[src/pkg/scmc_pkg.sv]
package scmc_pkg;

  // ----------------------------------------------------------------
  // Register map (byte addresses, one word each)
  // ----------------------------------------------------------------
  localparam logic [7:0] SCMC_CLOCK_MODE_OFF = 8'h00;
  localparam logic [7:0] SCMC_SLEEP_CTRL_OFF = 8'h04;
  localparam logic [7:0] SCMC_STATUS_OFF = 8'h08;

  // ----------------------------------------------------------------
  // Field layout and reset values
  // ----------------------------------------------------------------
  localparam int SCMC_CM_OSC_STOP_BIT = 0;
  localparam int SCMC_CM_SRC_SUB_BIT = 1;
  localparam int SCMC_CM_DIV_LSB = 2;
  localparam int SCMC_CM_DIV_MSB = 3;
  localparam logic [7:0] SCMC_CM_RESET = 8'h00;
  localparam logic [7:0] SCMC_CM_WR_MASK = 8'h0F;
  localparam int SCMC_SLEEP_EN_BIT = 0;
  localparam int SCMC_ST_MODE_LSB = 0;
  localparam int SCMC_ST_MODE_MSB = 1;
  localparam int SCMC_ST_MAIN_ON_BIT = 2;
  localparam int SCMC_ST_SRC_SUB_BIT = 3;

  // ----------------------------------------------------------------
  // CPU divider select codes and terminal counts
  // ----------------------------------------------------------------
  localparam logic [1:0] SCMC_DIV_SEL_2 = 2'h0;
  localparam logic [1:0] SCMC_DIV_SEL_8 = 2'h1;
  localparam logic [1:0] SCMC_DIV_SEL_16 = 2'h2;
  localparam logic [1:0] SCMC_DIV_SEL_64 = 2'h3;
  localparam int SCMC_DIV_W = 6;
  localparam logic [5:0] SCMC_DIV2_LAST = 6'h01;
  localparam logic [5:0] SCMC_DIV8_LAST = 6'h07;
  localparam logic [5:0] SCMC_DIV16_LAST = 6'h0F;
  localparam logic [5:0] SCMC_DIV64_LAST = 6'h3F;

  // ----------------------------------------------------------------
  // Peripheral prescaler: taps 0 (undivided) up to 10 (/1024)
  // ----------------------------------------------------------------
  localparam int SCMC_PRE_W = 10;
  localparam int SCMC_TAPS = 11;

  // ----------------------------------------------------------------
  // Reported operating mode codes
  // ----------------------------------------------------------------
  localparam logic [1:0] SCMC_MODE_MAIN_ACT = 2'h0;
  localparam logic [1:0] SCMC_MODE_SUB_ACT = 2'h1;
  localparam logic [1:0] SCMC_MODE_SLEEP = 2'h2;
  localparam logic [1:0] SCMC_MODE_STOP = 2'h3;

  typedef enum logic [1:0] {SCMC_RUN, SCMC_SLEEP, SCMC_STOP} scmc_state_t;

  function automatic logic [5:0] scmc_div_last(input logic [1:0] sel);
    case (sel)
      SCMC_DIV_SEL_2: scmc_div_last = SCMC_DIV2_LAST;
      SCMC_DIV_SEL_8: scmc_div_last = SCMC_DIV8_LAST;
      SCMC_DIV_SEL_16: scmc_div_last = SCMC_DIV16_LAST;
      default: scmc_div_last = SCMC_DIV64_LAST;
    endcase
  endfunction

endpackage

[src/scmc_clk_select.sv]
`timescale 1ns/1ps
module scmc_clk_select
  import scmc_pkg::*;
(
  input wire logic hclk,
  input wire logic hresetn,
  input wire logic main_tick,
  input wire logic sub_tick,
  input wire logic run_en,
  input wire logic want_sub,
  input wire logic [1:0] div_sel,
  output logic src_tick,
  output logic cpu_tick,
  output logic src_is_sub
);
  import scmc_pkg::*;

  logic [1:0] div_cur;
  logic [1:0] next_div_cur;
  logic [SCMC_DIV_W-1:0] cnt;
  logic [SCMC_DIV_W-1:0] next_cnt;
  logic next_src_is_sub;

  // Frozen in stop so the divider phase survives
  assign src_tick = run_en & (src_is_sub ? sub_tick : main_tick);
  assign cpu_tick = src_tick & (cnt == scmc_div_last(div_cur));

  always_comb
  begin
    next_cnt = cnt;
    next_div_cur = div_cur;
    next_src_is_sub = src_is_sub;
    if (cpu_tick)
    begin
      // Source and divider change only at a whole CPU period boundary
      next_cnt = '0;
      next_div_cur = div_sel;
      next_src_is_sub = want_sub;
    end
    else if (src_tick)
    begin
      next_cnt = cnt + 1'b1;
    end
  end

  always_ff @(posedge hclk or negedge hresetn)
  begin
    if (!hresetn)
    begin
      cnt <= '0;
      div_cur <= SCMC_DIV_SEL_2;
      src_is_sub <= 1'b0;
    end
    else
    begin
      cnt <= next_cnt;
      div_cur <= next_div_cur;
      src_is_sub <= next_src_is_sub;
    end
  end

  property p_cnt_in_range;
    @(posedge hclk) disable iff (!hresetn)
    cnt <= scmc_div_last(div_cur);
  endproperty
  a_cnt_in_range: assert property (p_cnt_in_range) else $error("divider count overrun");

  property p_switch_on_boundary;
    @(posedge hclk) disable iff (!hresetn)
    ($changed(src_is_sub) || $changed(div_cur)) |-> $past(cpu_tick);
  endproperty
  a_switch_on_boundary: assert property (p_switch_on_boundary) else $error("mid-period switch");

  property p_cpu_on_edge;
    @(posedge hclk) disable iff (!hresetn)
    cpu_tick |-> src_tick ##1 (cnt == '0);
  endproperty
  a_cpu_on_edge: assert property (p_cpu_on_edge) else $error("cpu tick off source edge");

endmodule // scmc_clk_select

[src/scmc_prescaler.sv]
`timescale 1ns/1ps
module scmc_prescaler
  import scmc_pkg::*;
(
  input wire logic hclk,
  input wire logic hresetn,
  input wire logic src_tick,
  output logic [scmc_pkg::SCMC_TAPS-1:0] periph_tick
);
  import scmc_pkg::*;

  logic [SCMC_PRE_W-1:0] cnt;
  logic [SCMC_PRE_W-1:0] next_cnt;

  always_comb
  begin
    next_cnt = cnt;
    if (src_tick)
    begin
      next_cnt = cnt + 1'b1;
    end
  end

  always_ff @(posedge hclk or negedge hresetn)
  begin
    if (!hresetn)
      cnt <= '0;
    else
      cnt <= next_cnt;
  end

  assign periph_tick[0] = src_tick;

  genvar k;
  generate
    for (k = 1; k < SCMC_TAPS; k = k + 1)
    begin : g_tap
      // Tap k fires once every 2**k source edges
      assign periph_tick[k] = src_tick & (&cnt[k-1:0]);
    end
  endgenerate

  property p_tap_on_edge;
    @(posedge hclk) disable iff (!hresetn)
    (periph_tick != '0) |-> src_tick;
  endproperty
  a_tap_on_edge: assert property (p_tap_on_edge) else $error("tap without source edge");

endmodule // scmc_prescaler

[src/scmc_top.sv]
// The implementer's own choices: the AHB-Lite slave port and the register offsets.
`timescale 1ns/1ps
// Contract
// CPU clock divides source by 2/8/16/64
// Peripheral taps: undivided up to /1024
// Peripheral clock off during stop mode
// Source bit picks main or sub
// Oscillator bit stops main while on sub
// Reset starts at fastest divider
// Reset clears clock mode register
// Main active runs from main only
// Source change never pauses execution
// Software enters sub via 02h then 03h
// Software restarts main, waits, writes zero
// Reset in sub active gives main
// Sleep bit stops CPU clock only
// Sleep leaves on reset or interrupt
// Stop halts main, sub keeps running
// Stop leaves on listed wake events
// Reset from stop gives main active
// Stop holds all internal state
// Clock switching is glitch-free
module scmc_top
  import scmc_pkg::*;
(
  input wire logic hclk,
  input wire logic hresetn,
  input wire logic hsel,
  input wire logic [31:0] haddr,
  input wire logic [1:0] htrans,
  input wire logic hwrite,
  input wire logic [2:0] hsize,
  input wire logic [31:0] hwdata,
  input wire logic hready,
  output logic [31:0] hrdata,
  output logic hreadyout,
  output logic hresp,
  input wire logic main_osc_tick,
  input wire logic sub_osc_tick,
  input wire logic stop_exec,
  input wire logic irq_pending,
  input wire logic key_scan_irq,
  input wire logic watch_timer_irq,
  input wire logic timer_event_input,
  input wire logic serial_port_unit_event,
  input wire logic ext_irq,
  output logic cpu_clk_en,
  output logic [scmc_pkg::SCMC_TAPS-1:0] periph_tick,
  output logic main_osc_en,
  output logic sub_osc_en,
  output logic [1:0] op_mode
);
  import scmc_pkg::*;

  // ----------------------------------------------------------------
  // Bus slave
  // ----------------------------------------------------------------
  logic dp_write;
  logic next_dp_write;
  logic [7:0] dp_addr;
  logic [7:0] next_dp_addr;
  logic [31:0] next_hrdata;
  logic ap_take;

  logic [7:0] clock_mode_reg;
  logic [7:0] next_clock_mode;
  scmc_state_t state;
  scmc_state_t next_state;
  logic src_tick;
  logic cpu_tick;
  logic src_is_sub;
  logic stop_wake;
  logic sleep_wr;
  logic [1:0] next_op_mode;

  assign hreadyout = 1'b1;
  assign hresp = 1'b0;
  assign ap_take = hsel & hready & htrans[1];

  // Mode, sleep and status mode fields return next-cycle values so a write just ahead is seen
  always_comb
  begin
    next_dp_write = ap_take & hwrite;
    next_dp_addr = ap_take ? haddr[7:0] : dp_addr;
    next_hrdata = hrdata;
    if (ap_take && !hwrite)
    begin
      case (haddr[7:0])
        SCMC_CLOCK_MODE_OFF: next_hrdata = {24'h000000, next_clock_mode};
        SCMC_SLEEP_CTRL_OFF: next_hrdata = {31'h00000000, next_state == SCMC_SLEEP};
        SCMC_STATUS_OFF:
        begin
          next_hrdata = 32'h00000000;
          next_hrdata[SCMC_ST_MODE_MSB:SCMC_ST_MODE_LSB] = next_op_mode;
          next_hrdata[SCMC_ST_MAIN_ON_BIT] = main_osc_en;
          next_hrdata[SCMC_ST_SRC_SUB_BIT] = src_is_sub;
        end
        default: next_hrdata = 32'h00000000;
      endcase
    end
  end

  always_ff @(posedge hclk or negedge hresetn)
  begin
    if (!hresetn)
    begin
      dp_write <= 1'b0;
      dp_addr <= 8'h00;
      hrdata <= 32'h00000000;
    end
    else
    begin
      dp_write <= next_dp_write;
      dp_addr <= next_dp_addr;
      hrdata <= next_hrdata;
    end
  end

  // ----------------------------------------------------------------
  // Clock mode register
  // ----------------------------------------------------------------
  always_comb
  begin
    next_clock_mode = clock_mode_reg;
    // Writes are dropped in stop so nothing moves while frozen
    if (dp_write && dp_addr == SCMC_CLOCK_MODE_OFF && state != SCMC_STOP)
    begin
      next_clock_mode = hwdata[7:0] & SCMC_CM_WR_MASK;
    end
  end

  always_ff @(posedge hclk or negedge hresetn)
  begin
    if (!hresetn)
      clock_mode_reg <= SCMC_CM_RESET;
    else
      clock_mode_reg <= next_clock_mode;
  end

  // ----------------------------------------------------------------
  // Operating mode
  // ----------------------------------------------------------------
  assign sleep_wr = dp_write && dp_addr == SCMC_SLEEP_CTRL_OFF && hwdata[SCMC_SLEEP_EN_BIT];
  assign stop_wake = key_scan_irq | watch_timer_irq | timer_event_input |
                     serial_port_unit_event | ext_irq;

  always_comb
  begin
    next_state = state;
    case (state)
      SCMC_RUN:
      begin
        if (stop_exec)
          next_state = SCMC_STOP;
        else if (sleep_wr && !irq_pending)
          next_state = SCMC_SLEEP;
      end
      SCMC_SLEEP:
      begin
        if (irq_pending)
          next_state = SCMC_RUN;
      end
      SCMC_STOP:
      begin
        if (stop_wake)
          next_state = SCMC_RUN;
      end
      default: next_state = SCMC_RUN;
    endcase
  end

  always_comb
  begin
    if (next_state == SCMC_STOP)
      next_op_mode = SCMC_MODE_STOP;
    else if (next_state == SCMC_SLEEP)
      next_op_mode = SCMC_MODE_SLEEP;
    else if (src_is_sub)
      next_op_mode = SCMC_MODE_SUB_ACT;
    else
      next_op_mode = SCMC_MODE_MAIN_ACT;
  end

  always_ff @(posedge hclk or negedge hresetn)
  begin
    if (!hresetn)
    begin
      state <= SCMC_RUN;
      op_mode <= SCMC_MODE_MAIN_ACT;
    end
    else
    begin
      state <= next_state;
      op_mode <= next_op_mode;
    end
  end

  // ----------------------------------------------------------------
  // Clock outputs
  // ----------------------------------------------------------------
  // Main is held on until the selector has really left it, else
  // the selector would wait forever for a main edge
  assign main_osc_en = (state != SCMC_STOP) &&
    (!(clock_mode_reg[SCMC_CM_SRC_SUB_BIT] && clock_mode_reg[SCMC_CM_OSC_STOP_BIT])
     || !src_is_sub);
  assign sub_osc_en = 1'b1;
  // CPU keeps ticking across a source change
  assign cpu_clk_en = cpu_tick && state == SCMC_RUN;

  scmc_clk_select u_clk_select (
    .hclk(hclk),
    .hresetn(hresetn),
    .main_tick(main_osc_tick),
    .sub_tick(sub_osc_tick),
    .run_en(state != SCMC_STOP),
    .want_sub(clock_mode_reg[SCMC_CM_SRC_SUB_BIT]),
    .div_sel(clock_mode_reg[SCMC_CM_DIV_MSB:SCMC_CM_DIV_LSB]),
    .src_tick(src_tick),
    .cpu_tick(cpu_tick),
    .src_is_sub(src_is_sub)
  );

  scmc_prescaler u_prescaler (
    .hclk(hclk),
    .hresetn(hresetn),
    .src_tick(src_tick),
    .periph_tick(periph_tick)
  );

  // ----------------------------------------------------------------
  // Checks
  // ----------------------------------------------------------------
  property p_reset_clear;
    @(posedge hclk) disable iff (!hresetn)
    $rose(hresetn) |-> (clock_mode_reg == SCMC_CM_RESET && state == SCMC_RUN);
  endproperty
  a_reset_clear: assert property (p_reset_clear) else $error("reset state wrong");

  property p_main_stop_bit;
    @(posedge hclk) disable iff (!hresetn)
    (state != SCMC_STOP && src_is_sub) |->
      main_osc_en == !(clock_mode_reg[SCMC_CM_SRC_SUB_BIT] && clock_mode_reg[SCMC_CM_OSC_STOP_BIT]);
  endproperty
  a_main_stop_bit: assert property (p_main_stop_bit) else $error("main osc enable wrong");

  property p_stop_osc;
    @(posedge hclk) disable iff (!hresetn)
    state == SCMC_STOP |-> (!main_osc_en && sub_osc_en && !cpu_clk_en);
  endproperty
  a_stop_osc: assert property (p_stop_osc) else $error("oscillators wrong in stop");

  property p_stop_periph;
    @(posedge hclk) disable iff (!hresetn)
    state == SCMC_STOP |-> periph_tick == '0;
  endproperty
  a_stop_periph: assert property (p_stop_periph) else $error("peripheral clock in stop");

  property p_sleep_cpu;
    @(posedge hclk) disable iff (!hresetn)
    state == SCMC_SLEEP |-> (!cpu_clk_en && main_osc_en == !(clock_mode_reg[SCMC_CM_SRC_SUB_BIT]
      && clock_mode_reg[SCMC_CM_OSC_STOP_BIT] && src_is_sub));
  endproperty
  a_sleep_cpu: assert property (p_sleep_cpu) else $error("cpu clock in sleep");

  property p_sleep_release;
    @(posedge hclk) disable iff (!hresetn)
    (state == SCMC_SLEEP && irq_pending) |=> state == SCMC_RUN ##1 op_mode != SCMC_MODE_SLEEP;
  endproperty
  a_sleep_release: assert property (p_sleep_release) else $error("sleep not released");

  property p_stop_release;
    @(posedge hclk) disable iff (!hresetn)
    (state == SCMC_STOP && stop_wake) |=> state == SCMC_RUN;
  endproperty
  a_stop_release: assert property (p_stop_release) else $error("stop not released");

  property p_stop_hold;
    @(posedge hclk) disable iff (!hresetn)
    state == SCMC_STOP |=> ($stable(clock_mode_reg) && $stable(src_is_sub));
  endproperty
  a_stop_hold: assert property (p_stop_hold) else $error("state moved in stop");

  property p_stop_entry;
    @(posedge hclk) disable iff (!hresetn)
    (state == SCMC_RUN && stop_exec) |=> (state == SCMC_STOP && op_mode == SCMC_MODE_STOP);
  endproperty
  a_stop_entry: assert property (p_stop_entry) else $error("stop not entered");

  property p_sleep_entry;
    @(posedge hclk) disable iff (!hresetn)
    (state == SCMC_RUN && !stop_exec && sleep_wr && !irq_pending) |=> state == SCMC_SLEEP;
  endproperty
  a_sleep_entry: assert property (p_sleep_entry) else $error("sleep not entered");

  // Outside stop, a main source must never lose its oscillator, or the CPU would hang
  property p_main_active_osc;
    @(posedge hclk) disable iff (!hresetn)
    (state != SCMC_STOP && !src_is_sub) |-> main_osc_en;
  endproperty
  a_main_active_osc: assert property (p_main_active_osc) else $error("main osc off");

  property p_sleep_source;
    @(posedge hclk) disable iff (!hresetn)
    state == SCMC_SLEEP |-> src_tick == (src_is_sub ? sub_osc_tick : main_osc_tick);
  endproperty
  a_sleep_source: assert property (p_sleep_source) else $error("source gated in sleep");

  property p_cpu_tick_run;
    @(posedge hclk) disable iff (!hresetn)
    (state == SCMC_RUN && cpu_tick) |-> cpu_clk_en;
  endproperty
  a_cpu_tick_run: assert property (p_cpu_tick_run) else $error("cpu tick dropped");

endmodule // scmc_top
[config.mk]
export PLATFORM = sky130hd
export DESIGN_NAME = scmc_top
export DESIGN_NICKNAME = d
export VERILOG_FILES = /design/src/pkg/scmc_pkg.sv /design/src/scmc_clk_select.sv /design/src/scmc_prescaler.sv /design/src/scmc_top.sv
export SDC_FILE = /design/constraint.sdc
export NUM_CORES = 1
export LEC_CHECK = 0
export ABC_AREA = 1
export BUFFER_PORTS_ARGS = -buffer_cell sky130_fd_sc_hd__buf_2
export CORE_ASPECT_RATIO = 1.5
export CORE_UTILIZATION = 50
export CTS_BUF_LIST = sky130_fd_sc_hd__clkbuf_16
export DETAILED_ROUTE_END_ITERATION = 8
export HOLD_SLACK_MARGIN = 0.02
export PLACE_DENSITY = 0.9
export SLEW_MARGIN = 20
export SYNTH_ARGS = -nofsm -noshare
export SYNTH_HDL_FRONTEND = slang
export SYNTH_SLANG_ARGS = --single-unit
[constraint.sdc]
create_clock -name hclk -period 2.35 [get_ports hclk]
set_input_delay 0.235 -clock hclk [delete_from_list [all_inputs] [get_ports hclk]]
set_output_delay 0.235 -clock hclk [all_outputs]
set_load 0.01 [all_outputs]
Yosys cells after proc, flatten, opt, wreduce, memory -nomap -nowiden
Cells that the tools add are included.
{"block": "totals", "inputBits": 83, "out_inout_bits": 50, "regBits": 72}
{"block": "op_classes", "n_addsub": 2, "n_eq_ne": 11, "bitwise_logic": 19, "n_mux": 14, "reduce_logical": 28}
{"cell": "one-hot mux 8 bit (3 select lines)", "count": 1}
{"cell": "one-hot mux 6 bit (3 select lines)", "count": 1}
{"cell": "equality test 8 x 3 -> 1 bit, second input constant", "count": 2}
{"cell": "logical NOT 8 bit", "count": 2}
{"cell": "AND 1 bit", "count": 15}
{"cell": "two-way mux 2 bit", "count": 6}
{"cell": "two-way mux 6 bit", "count": 2}
{"cell": "adder 10 x 1 -> 10 bit, second input constant", "count": 1}
{"cell": "AND reduction 10 bit", "count": 1}
{"cell": "logical AND 1 bit", "count": 9}
{"cell": "AND reduction 9 bit", "count": 1}
{"cell": "equality test 8 x 4 -> 1 bit, second input constant", "count": 1}
{"cell": "two-way mux 8 bit", "count": 1}
{"cell": "AND reduction 8 bit", "count": 1}
{"cell": "AND reduction 7 bit", "count": 1}
{"cell": "adder 6 x 1 -> 6 bit, second input constant", "count": 1}
{"cell": "equality test 2 x 1 -> 1 bit, second input constant", "count": 3}
{"cell": "equality test 2 bit, second input constant", "count": 3}
{"cell": "equality test 6 bit", "count": 1}
{"cell": "one-hot mux 2 bit (3 select lines)", "count": 1}
{"cell": "AND reduction 6 bit", "count": 1}
{"cell": "AND reduction 5 bit", "count": 1}
{"cell": "logical NOT 1 bit", "count": 4}
{"cell": "logical NOT 2 bit", "count": 2}
{"cell": "8 further kinds", "count": 12}

Depth between registers and ports, before layout
{"block": "depth", "ltp_word": 11, "depth_mapped": 15, "depth_no_buf": 15}

Cells and area by module
From an unflattened synthesis, not the netlist that was laid out.
{"block": "hier_totals", "cells_unflattened": 364, "area_unflattened_um2": 2860.2}
{"module": "scmc_top", "area_each_um2": 1719.1, "seq_area_each_um2": 725.7, "cells_per_inst": 213, "n_inst": 1}
{"module": "scmc_prescaler", "area_each_um2": 589.3, "seq_area_each_um2": 250.2, "cells_per_inst": 79, "n_inst": 1}
{"module": "scmc_clk_select", "area_each_um2": 551.8, "seq_area_each_um2": 225.2, "cells_per_inst": 72, "n_inst": 1}

Least setup slack after synthesis
Ideal clock, no wire load.
{"block": "synth_timing", "path_kind": "register to register", "start": "register state[0]", "end": "register hrdata[0]", "t_arrival_ns": 1.488, "setup_slack_ns": 0.745, "path_stages_with_launch": 13, "path_cell_list": "dfrtp_1 nor4_1 nand4_1 nand2_1 nand2_1 ha_1 o21bai_1 nand3_1 nand2_1 inv_1 nand2_1 nand2_1 nand2_1"}
{"block": "synth_between", "elab_chain_cells": 7}
{"item": "start, declared", "line_no": "scmc_top.sv:67", "text": "scmc_state_t state;"}
{"item": "start signal, assigned", "line_no": "scmc_top.sv:193", "text": "state <= next_state;"}
{"item": "two-way mux 2 bit", "line_no": "scmc_top.sv:155", "text": "else if (sleep_wr && !irq_pending)"}
{"item": "two-way mux 2 bit", "line_no": "scmc_top.sv:153", "text": "if (stop_exec)"}
{"item": "one-hot mux 2 bit (3 select lines) (*)", "line_no": "scmc_top.sv:150", "text": "case (state)"}
{"item": "equality test 2 x 1 -> 1 bit", "line_no": "scmc_top.sv:176", "text": "else if (next_state == SCMC_SLEEP)"}
{"item": "two-way mux 2 bit", "line_no": "scmc_top.sv:176"}
{"item": "two-way mux 2 bit (*)", "line_no": "scmc_top.sv:174", "text": "if (next_state == SCMC_STOP)"}
{"item": "named net next_op_mode[0]", "line_no": "scmc_top.sv:74", "text": "logic [1:0] next_op_mode;"}
{"item": "one-hot mux 8 bit (3 select lines) (*)", "line_no": "scmc_top.sv:88", "text": "case (haddr[7:0])"}
{"item": "end signal, assigned", "line_no": "scmc_top.sv:115", "text": "hrdata <= next_hrdata;"}
{"item": "end, declared", "line_no": "scmc_top.sv:35", "text": "output logic [31:0] hrdata,"}
The timed path passes the listed nets; every way through them passes the cells marked *.
A chain may end at the register's enable or synchronous reset.

Worst setup path after layout
{"block": "layout_timing", "start": "register u_prescaler.cnt[0]", "end": "output periph_tick[9] (netlist name)"}
{"block": "layout_between", "elab_chain_cells": 2}
{"item": "start, declared", "line_no": "scmc_prescaler.sv:12", "text": "logic [SCMC_PRE_W-1:0] cnt;"}
{"item": "start signal, assigned", "line_no": "scmc_prescaler.sv:29", "text": "cnt <= next_cnt;"}
{"item": "AND reduction 9 bit", "line_no": "scmc_prescaler.sv:39", "text": "assign periph_tick[k] = src_tick & (&cnt[k-1:0]);"}
{"item": "AND 1 bit", "line_no": "scmc_prescaler.sv:39"}
{"item": "end, declared", "line_no": "scmc_top.sv:48", "text": "output logic [scmc_pkg::SCMC_TAPS-1:0] periph_tick,"}
Every way passes these cells.

==> impl_metrics.py <==
metrics = {
    "run_status": {
        "outcome": "completed",
    },
    "synth": {
        "netlist_instances": 349,
        "synthMuxAreaShare_pct": 0,
        "synthArstFlopShare_pct": 100,
        "synthFlopType": "dfrtp_1",
        "synth-xor-area-share_pct": 1.95,
        "synth_edf_count": 0,
        "synth_top_family_by_area": "simple AND/OR/NAND/NOR gates",
        "synth_area_per_cell_sq_um": 7.72,
        "ys_seq_area_share_pct": 44.6,
        "synth_simple_gate_area_share_pct": 29.1,
        "ys_warn_count": 0,
        "synth-seq-cells": 48,
        "synth-adder-area-share_pct": 3.25,
        "synth_area_sq_mm": 0.00269,
        "yosysUniqueCellTypes": 34,
        "synth_compound_area_share_pct": 4.83,
    },
    "die": {
        "die_h_um": 91.9,
        "rows": 32,
        "start_util_pct": 52.1,
        "core_area_sq_mm": 0.00516,
        "die_width_um": 61.9,
        "die_area_sq_mm": 0.00569,
        "pin_count": 133,
    },
    "critical_path": {
        "worstReg2RegStart": "state[0]",
        "r2r_slack_ns": 0.49,
        "required_ns": 2.12,
        "cp_top_family": "simple AND/OR/NAND/NOR gates",
        "cp.depth": 9,
        "path_class": "reg -> out",
        "cp_common_cell": "nor2_1",
        "cp-start-kind": "flop",
        "cp_cell_sequence": "ha_1, nand3_1, nor2_1, nand3_1, nor2_1, ha_1, inv_1, nor2_1, buf_2",
        "r2r-end": "hrdata[0]",
        "slowest_stage": "dfrtp_1",
        "r2r_cells": 13,
        "endpoint": "periph_tick[9]",
        "critical-path-max-stage-delay_ns": 0.41,
        "cp-startpoint": "u_prescaler.cnt[0]",
        "cp_max_fo": 4,
        "crit_buf_inv": 2,
        "critPathArrivalTime_ns": 1.91,
        "end_kind": "primary output",
    },
    "layout": {
        "final_core_util_pct": 59.4,
        "num_antenna_cells": 0,
        "layout-drive-gt1-share_pct": 19.5,
        "largest_reg_flops": 10,
        "fillers": 436,
        "top_register": "u_prescaler.cnt",
        "nets": 490,
        "area_delta_synth_final_pct": 13.9,
        "seq_area_sq_mm": 0.00120,
        "final_cells": 469,
        "multi_input_area_sq_mm": 0.00115,
    },
    "place": {
        "gp_congestion": 0.792,
        "dp_hpwl_um": 3800,
        "io_buffers": 49,
        "post-place-cells": 461,
    },
    "detailed_routing": {
        "antenna_left": 0,
        "via_per_inst": 4.65,
        "dr.first_iter.drc_count": 79,
        "drc": 0,
        "routed_wl_um": 5020,
        "dr.pass1.iters": 5,
        "wl_per_cell_um": 10.7,
        "num_vias": 2182,
    },
    "clocking": {
        "cts_sinks": 48,
        "h-tree-depth": 2,
        "cts-resized-gates": 0,
        "root_buffer": "clkbuf_16",
        "clkLatencyLatePin_ns": 0.28,
        "cts_made_buffers": 5,
        "ctsHoldBuffers": 0,
        "cts_setup_buffers": 0,
        "clkTransAtPathRegs_ns": 0.06,
        "cts_tree": "yes",
        "cts_max_path_buffers": 2,
    },
    "power": {
        "p_int_mw": 1.64,
        "p_leak_nw": 1.75,
        "p_sw_mw": 0.728,
        "p_clk_share_pct": 33.7,
        "power_frac_comb_pct": 20.2,
        "max-vdd-ir-drop_mv": 0.472,
        "sw_frac_of_total_pct": 30.7,
        "pwr-share-seq_pct": 46.1,
        "power.density_mw_per_mm2": 773,
    },
    "timing": {
        "hold_violations": 0,
        "skew_ns": 0.00416,
        "min_period_ns": 2.15,
        "slew_headroom_pct": 60.7,
        "slew_viol_final": 0,
        "setup_viol": 0,
        "finalCritPeriodShare_pct": 91.5,
        "setup_tns_ns": 0,
        "fmax_ghz": 0.465,
        "rsz0062_at_grt": "false",
        "worstMarginPinSlew_ns": 0.590,
    },
    "min_path": {
        "hold_path_class": "in -> async",
    },
    "grt": {
        "grtUsageTotal_pct": 19.9,
        "antenna_found_initial": 0,
        "grt_pass1_wl_um": 8490,
        "overflow": 0,
        "grt_max_degree": 49,
        "grt_pass1_vias": 2079,
    },
    "flow_run": {
        "drv_cap": 0,
    },
}
-- power groups by stage --
| stage | logic, mW | clock network, mW | registers, mW |
|---|---|---|---|
| finish | 0.479 | 0.799 | 1.09 |
| global route | 0.569 | 0.835 | 1.11 |
| CTS | 0.484 | 0.813 | 1.09 |
| detailed placement | 0.473 | 0 | 1.10 |
| floorplan | 0.393 | 0 | 1.07 |
| global placement | 0.454 | 0 | 1.09 |
-- cells by family after synthesis --
family                     count (synthesis)
and+or+nand+nor                          179
buffers and inverters                     85
DFF                                       48
AOI/OAI and AO/OA                         22
adders and majority gates                  7
xor gates and xnor gates                   6
other                                      2
-- routing by layer --
metal	global-route usage, %	part of all wire, %	up-vias
li1	-	-	1117
met1	23.3	43	982
met2	34.6	52	75
met3	3.67	4.1	8
met4	7.41	1.5	0
met5	0	0	-
-- area by class of cell --
type | instances | area share, %
Timing Repair Buffer | 51 | 8.48
Clock inverter | 3 | 1.39
Clock buffer | 5 | 4.08
Multi-Input combinational cell | 241 | 37.6
Tap cell | 68 | 2.77
Sequential cell | 48 | 39.2
Inverter | 53 | 6.48
-- synthesized netlist by cell type (2+ instances only) --
cell type	number	share of area (%)
o21ai_1	3	0.56
inv_1	46	6.4
nor3_2	3	1.1
buf_4	29	8.1
conb_1	2	0.28
ha_1	7	3.3
o21ai_2	2	0.65
o21bai_1	2	0.56
xor2_1	4	1.3
nand2_1	89	12
nand4_1	4	0.93
nor2_1	43	6.0
dfrtp_1	48	45
nand3_1	20	3.7
and2_1	4	0.93
o21ai_0	10	1.9
inv_2	7	0.98
a21oi_1	2	0.37
nor3_1	6	1.1
xnor2_1	2	0.65
buf_2	2	0.37
nor2_2	2	0.46
-- worst min path at each step --
stage / start / endpoint / slack (ns) / cells after the start
global route: hresetn / hrdata[3] / 0.10 / 2
global placement: hresetn / op_mode[0] / 0.37 / 2
floorplan: hresetn / clock_mode_reg[0] / -0.06 / 0
detailed placement: hresetn / op_mode[0] / 0.37 / 2
CTS: hresetn / hrdata[3] / 0.06 / 2
finish: hresetn / dp_addr[1] / 0.03 / 2
-- per-stage QoR --
| step | power [mW] | instance area [sq um] | setup slack, ns | hold slack, ns |
|---|---|---|---|---|
| 4_1_cts | 2.39 | 3070 | 0.184 | 0.0596 |
| 3_3_place_gp | 1.54 | 2900 | 0.589 | 0.365 |
| 2_1_floorplan | 1.46 | 2790 | 0.745 | -0.0606 |
| 5_1_grt | 2.51 | 3070 | 0.0716 | 0.102 |
| 3_5_place_dp | 1.57 | 2900 | 0.496 | 0.374 |
| 6_report | 2.37 | 3070 | 0.200 | 0.0332 |
-- cell usage in the layout, fill, tap and decap left out --
master,count
nand2_1,89
buf_2,49
dfrtp_1,48
inv_1,46
nor2_1,43
conb_1,27
nand3_1,20
o21ai_0,10
inv_2,7
ha_1,7
nor3_1,6
clkbuf_16,5
and2_1,4
nand4_1,4
xor2_1,4
nor3_2,3
o21ai_1,3
o21bai_1,2
nor2_2,2
a21oi_1,2
xnor2_1,2
o21ai_2,2
buf_4,2
nand2_2,1
a21oi_2,1
nand2_4,1
nand3b_1,1
o21a_1,1
nor4_1,1
or2_2,1
nand3_2,1
and3_1,1
nor2_4,1
a31oi_1,1
clkinv_1,1
clkinv_4,1
bufinv_16,1
Note: power is estimated with default switching activity, not from simulation.
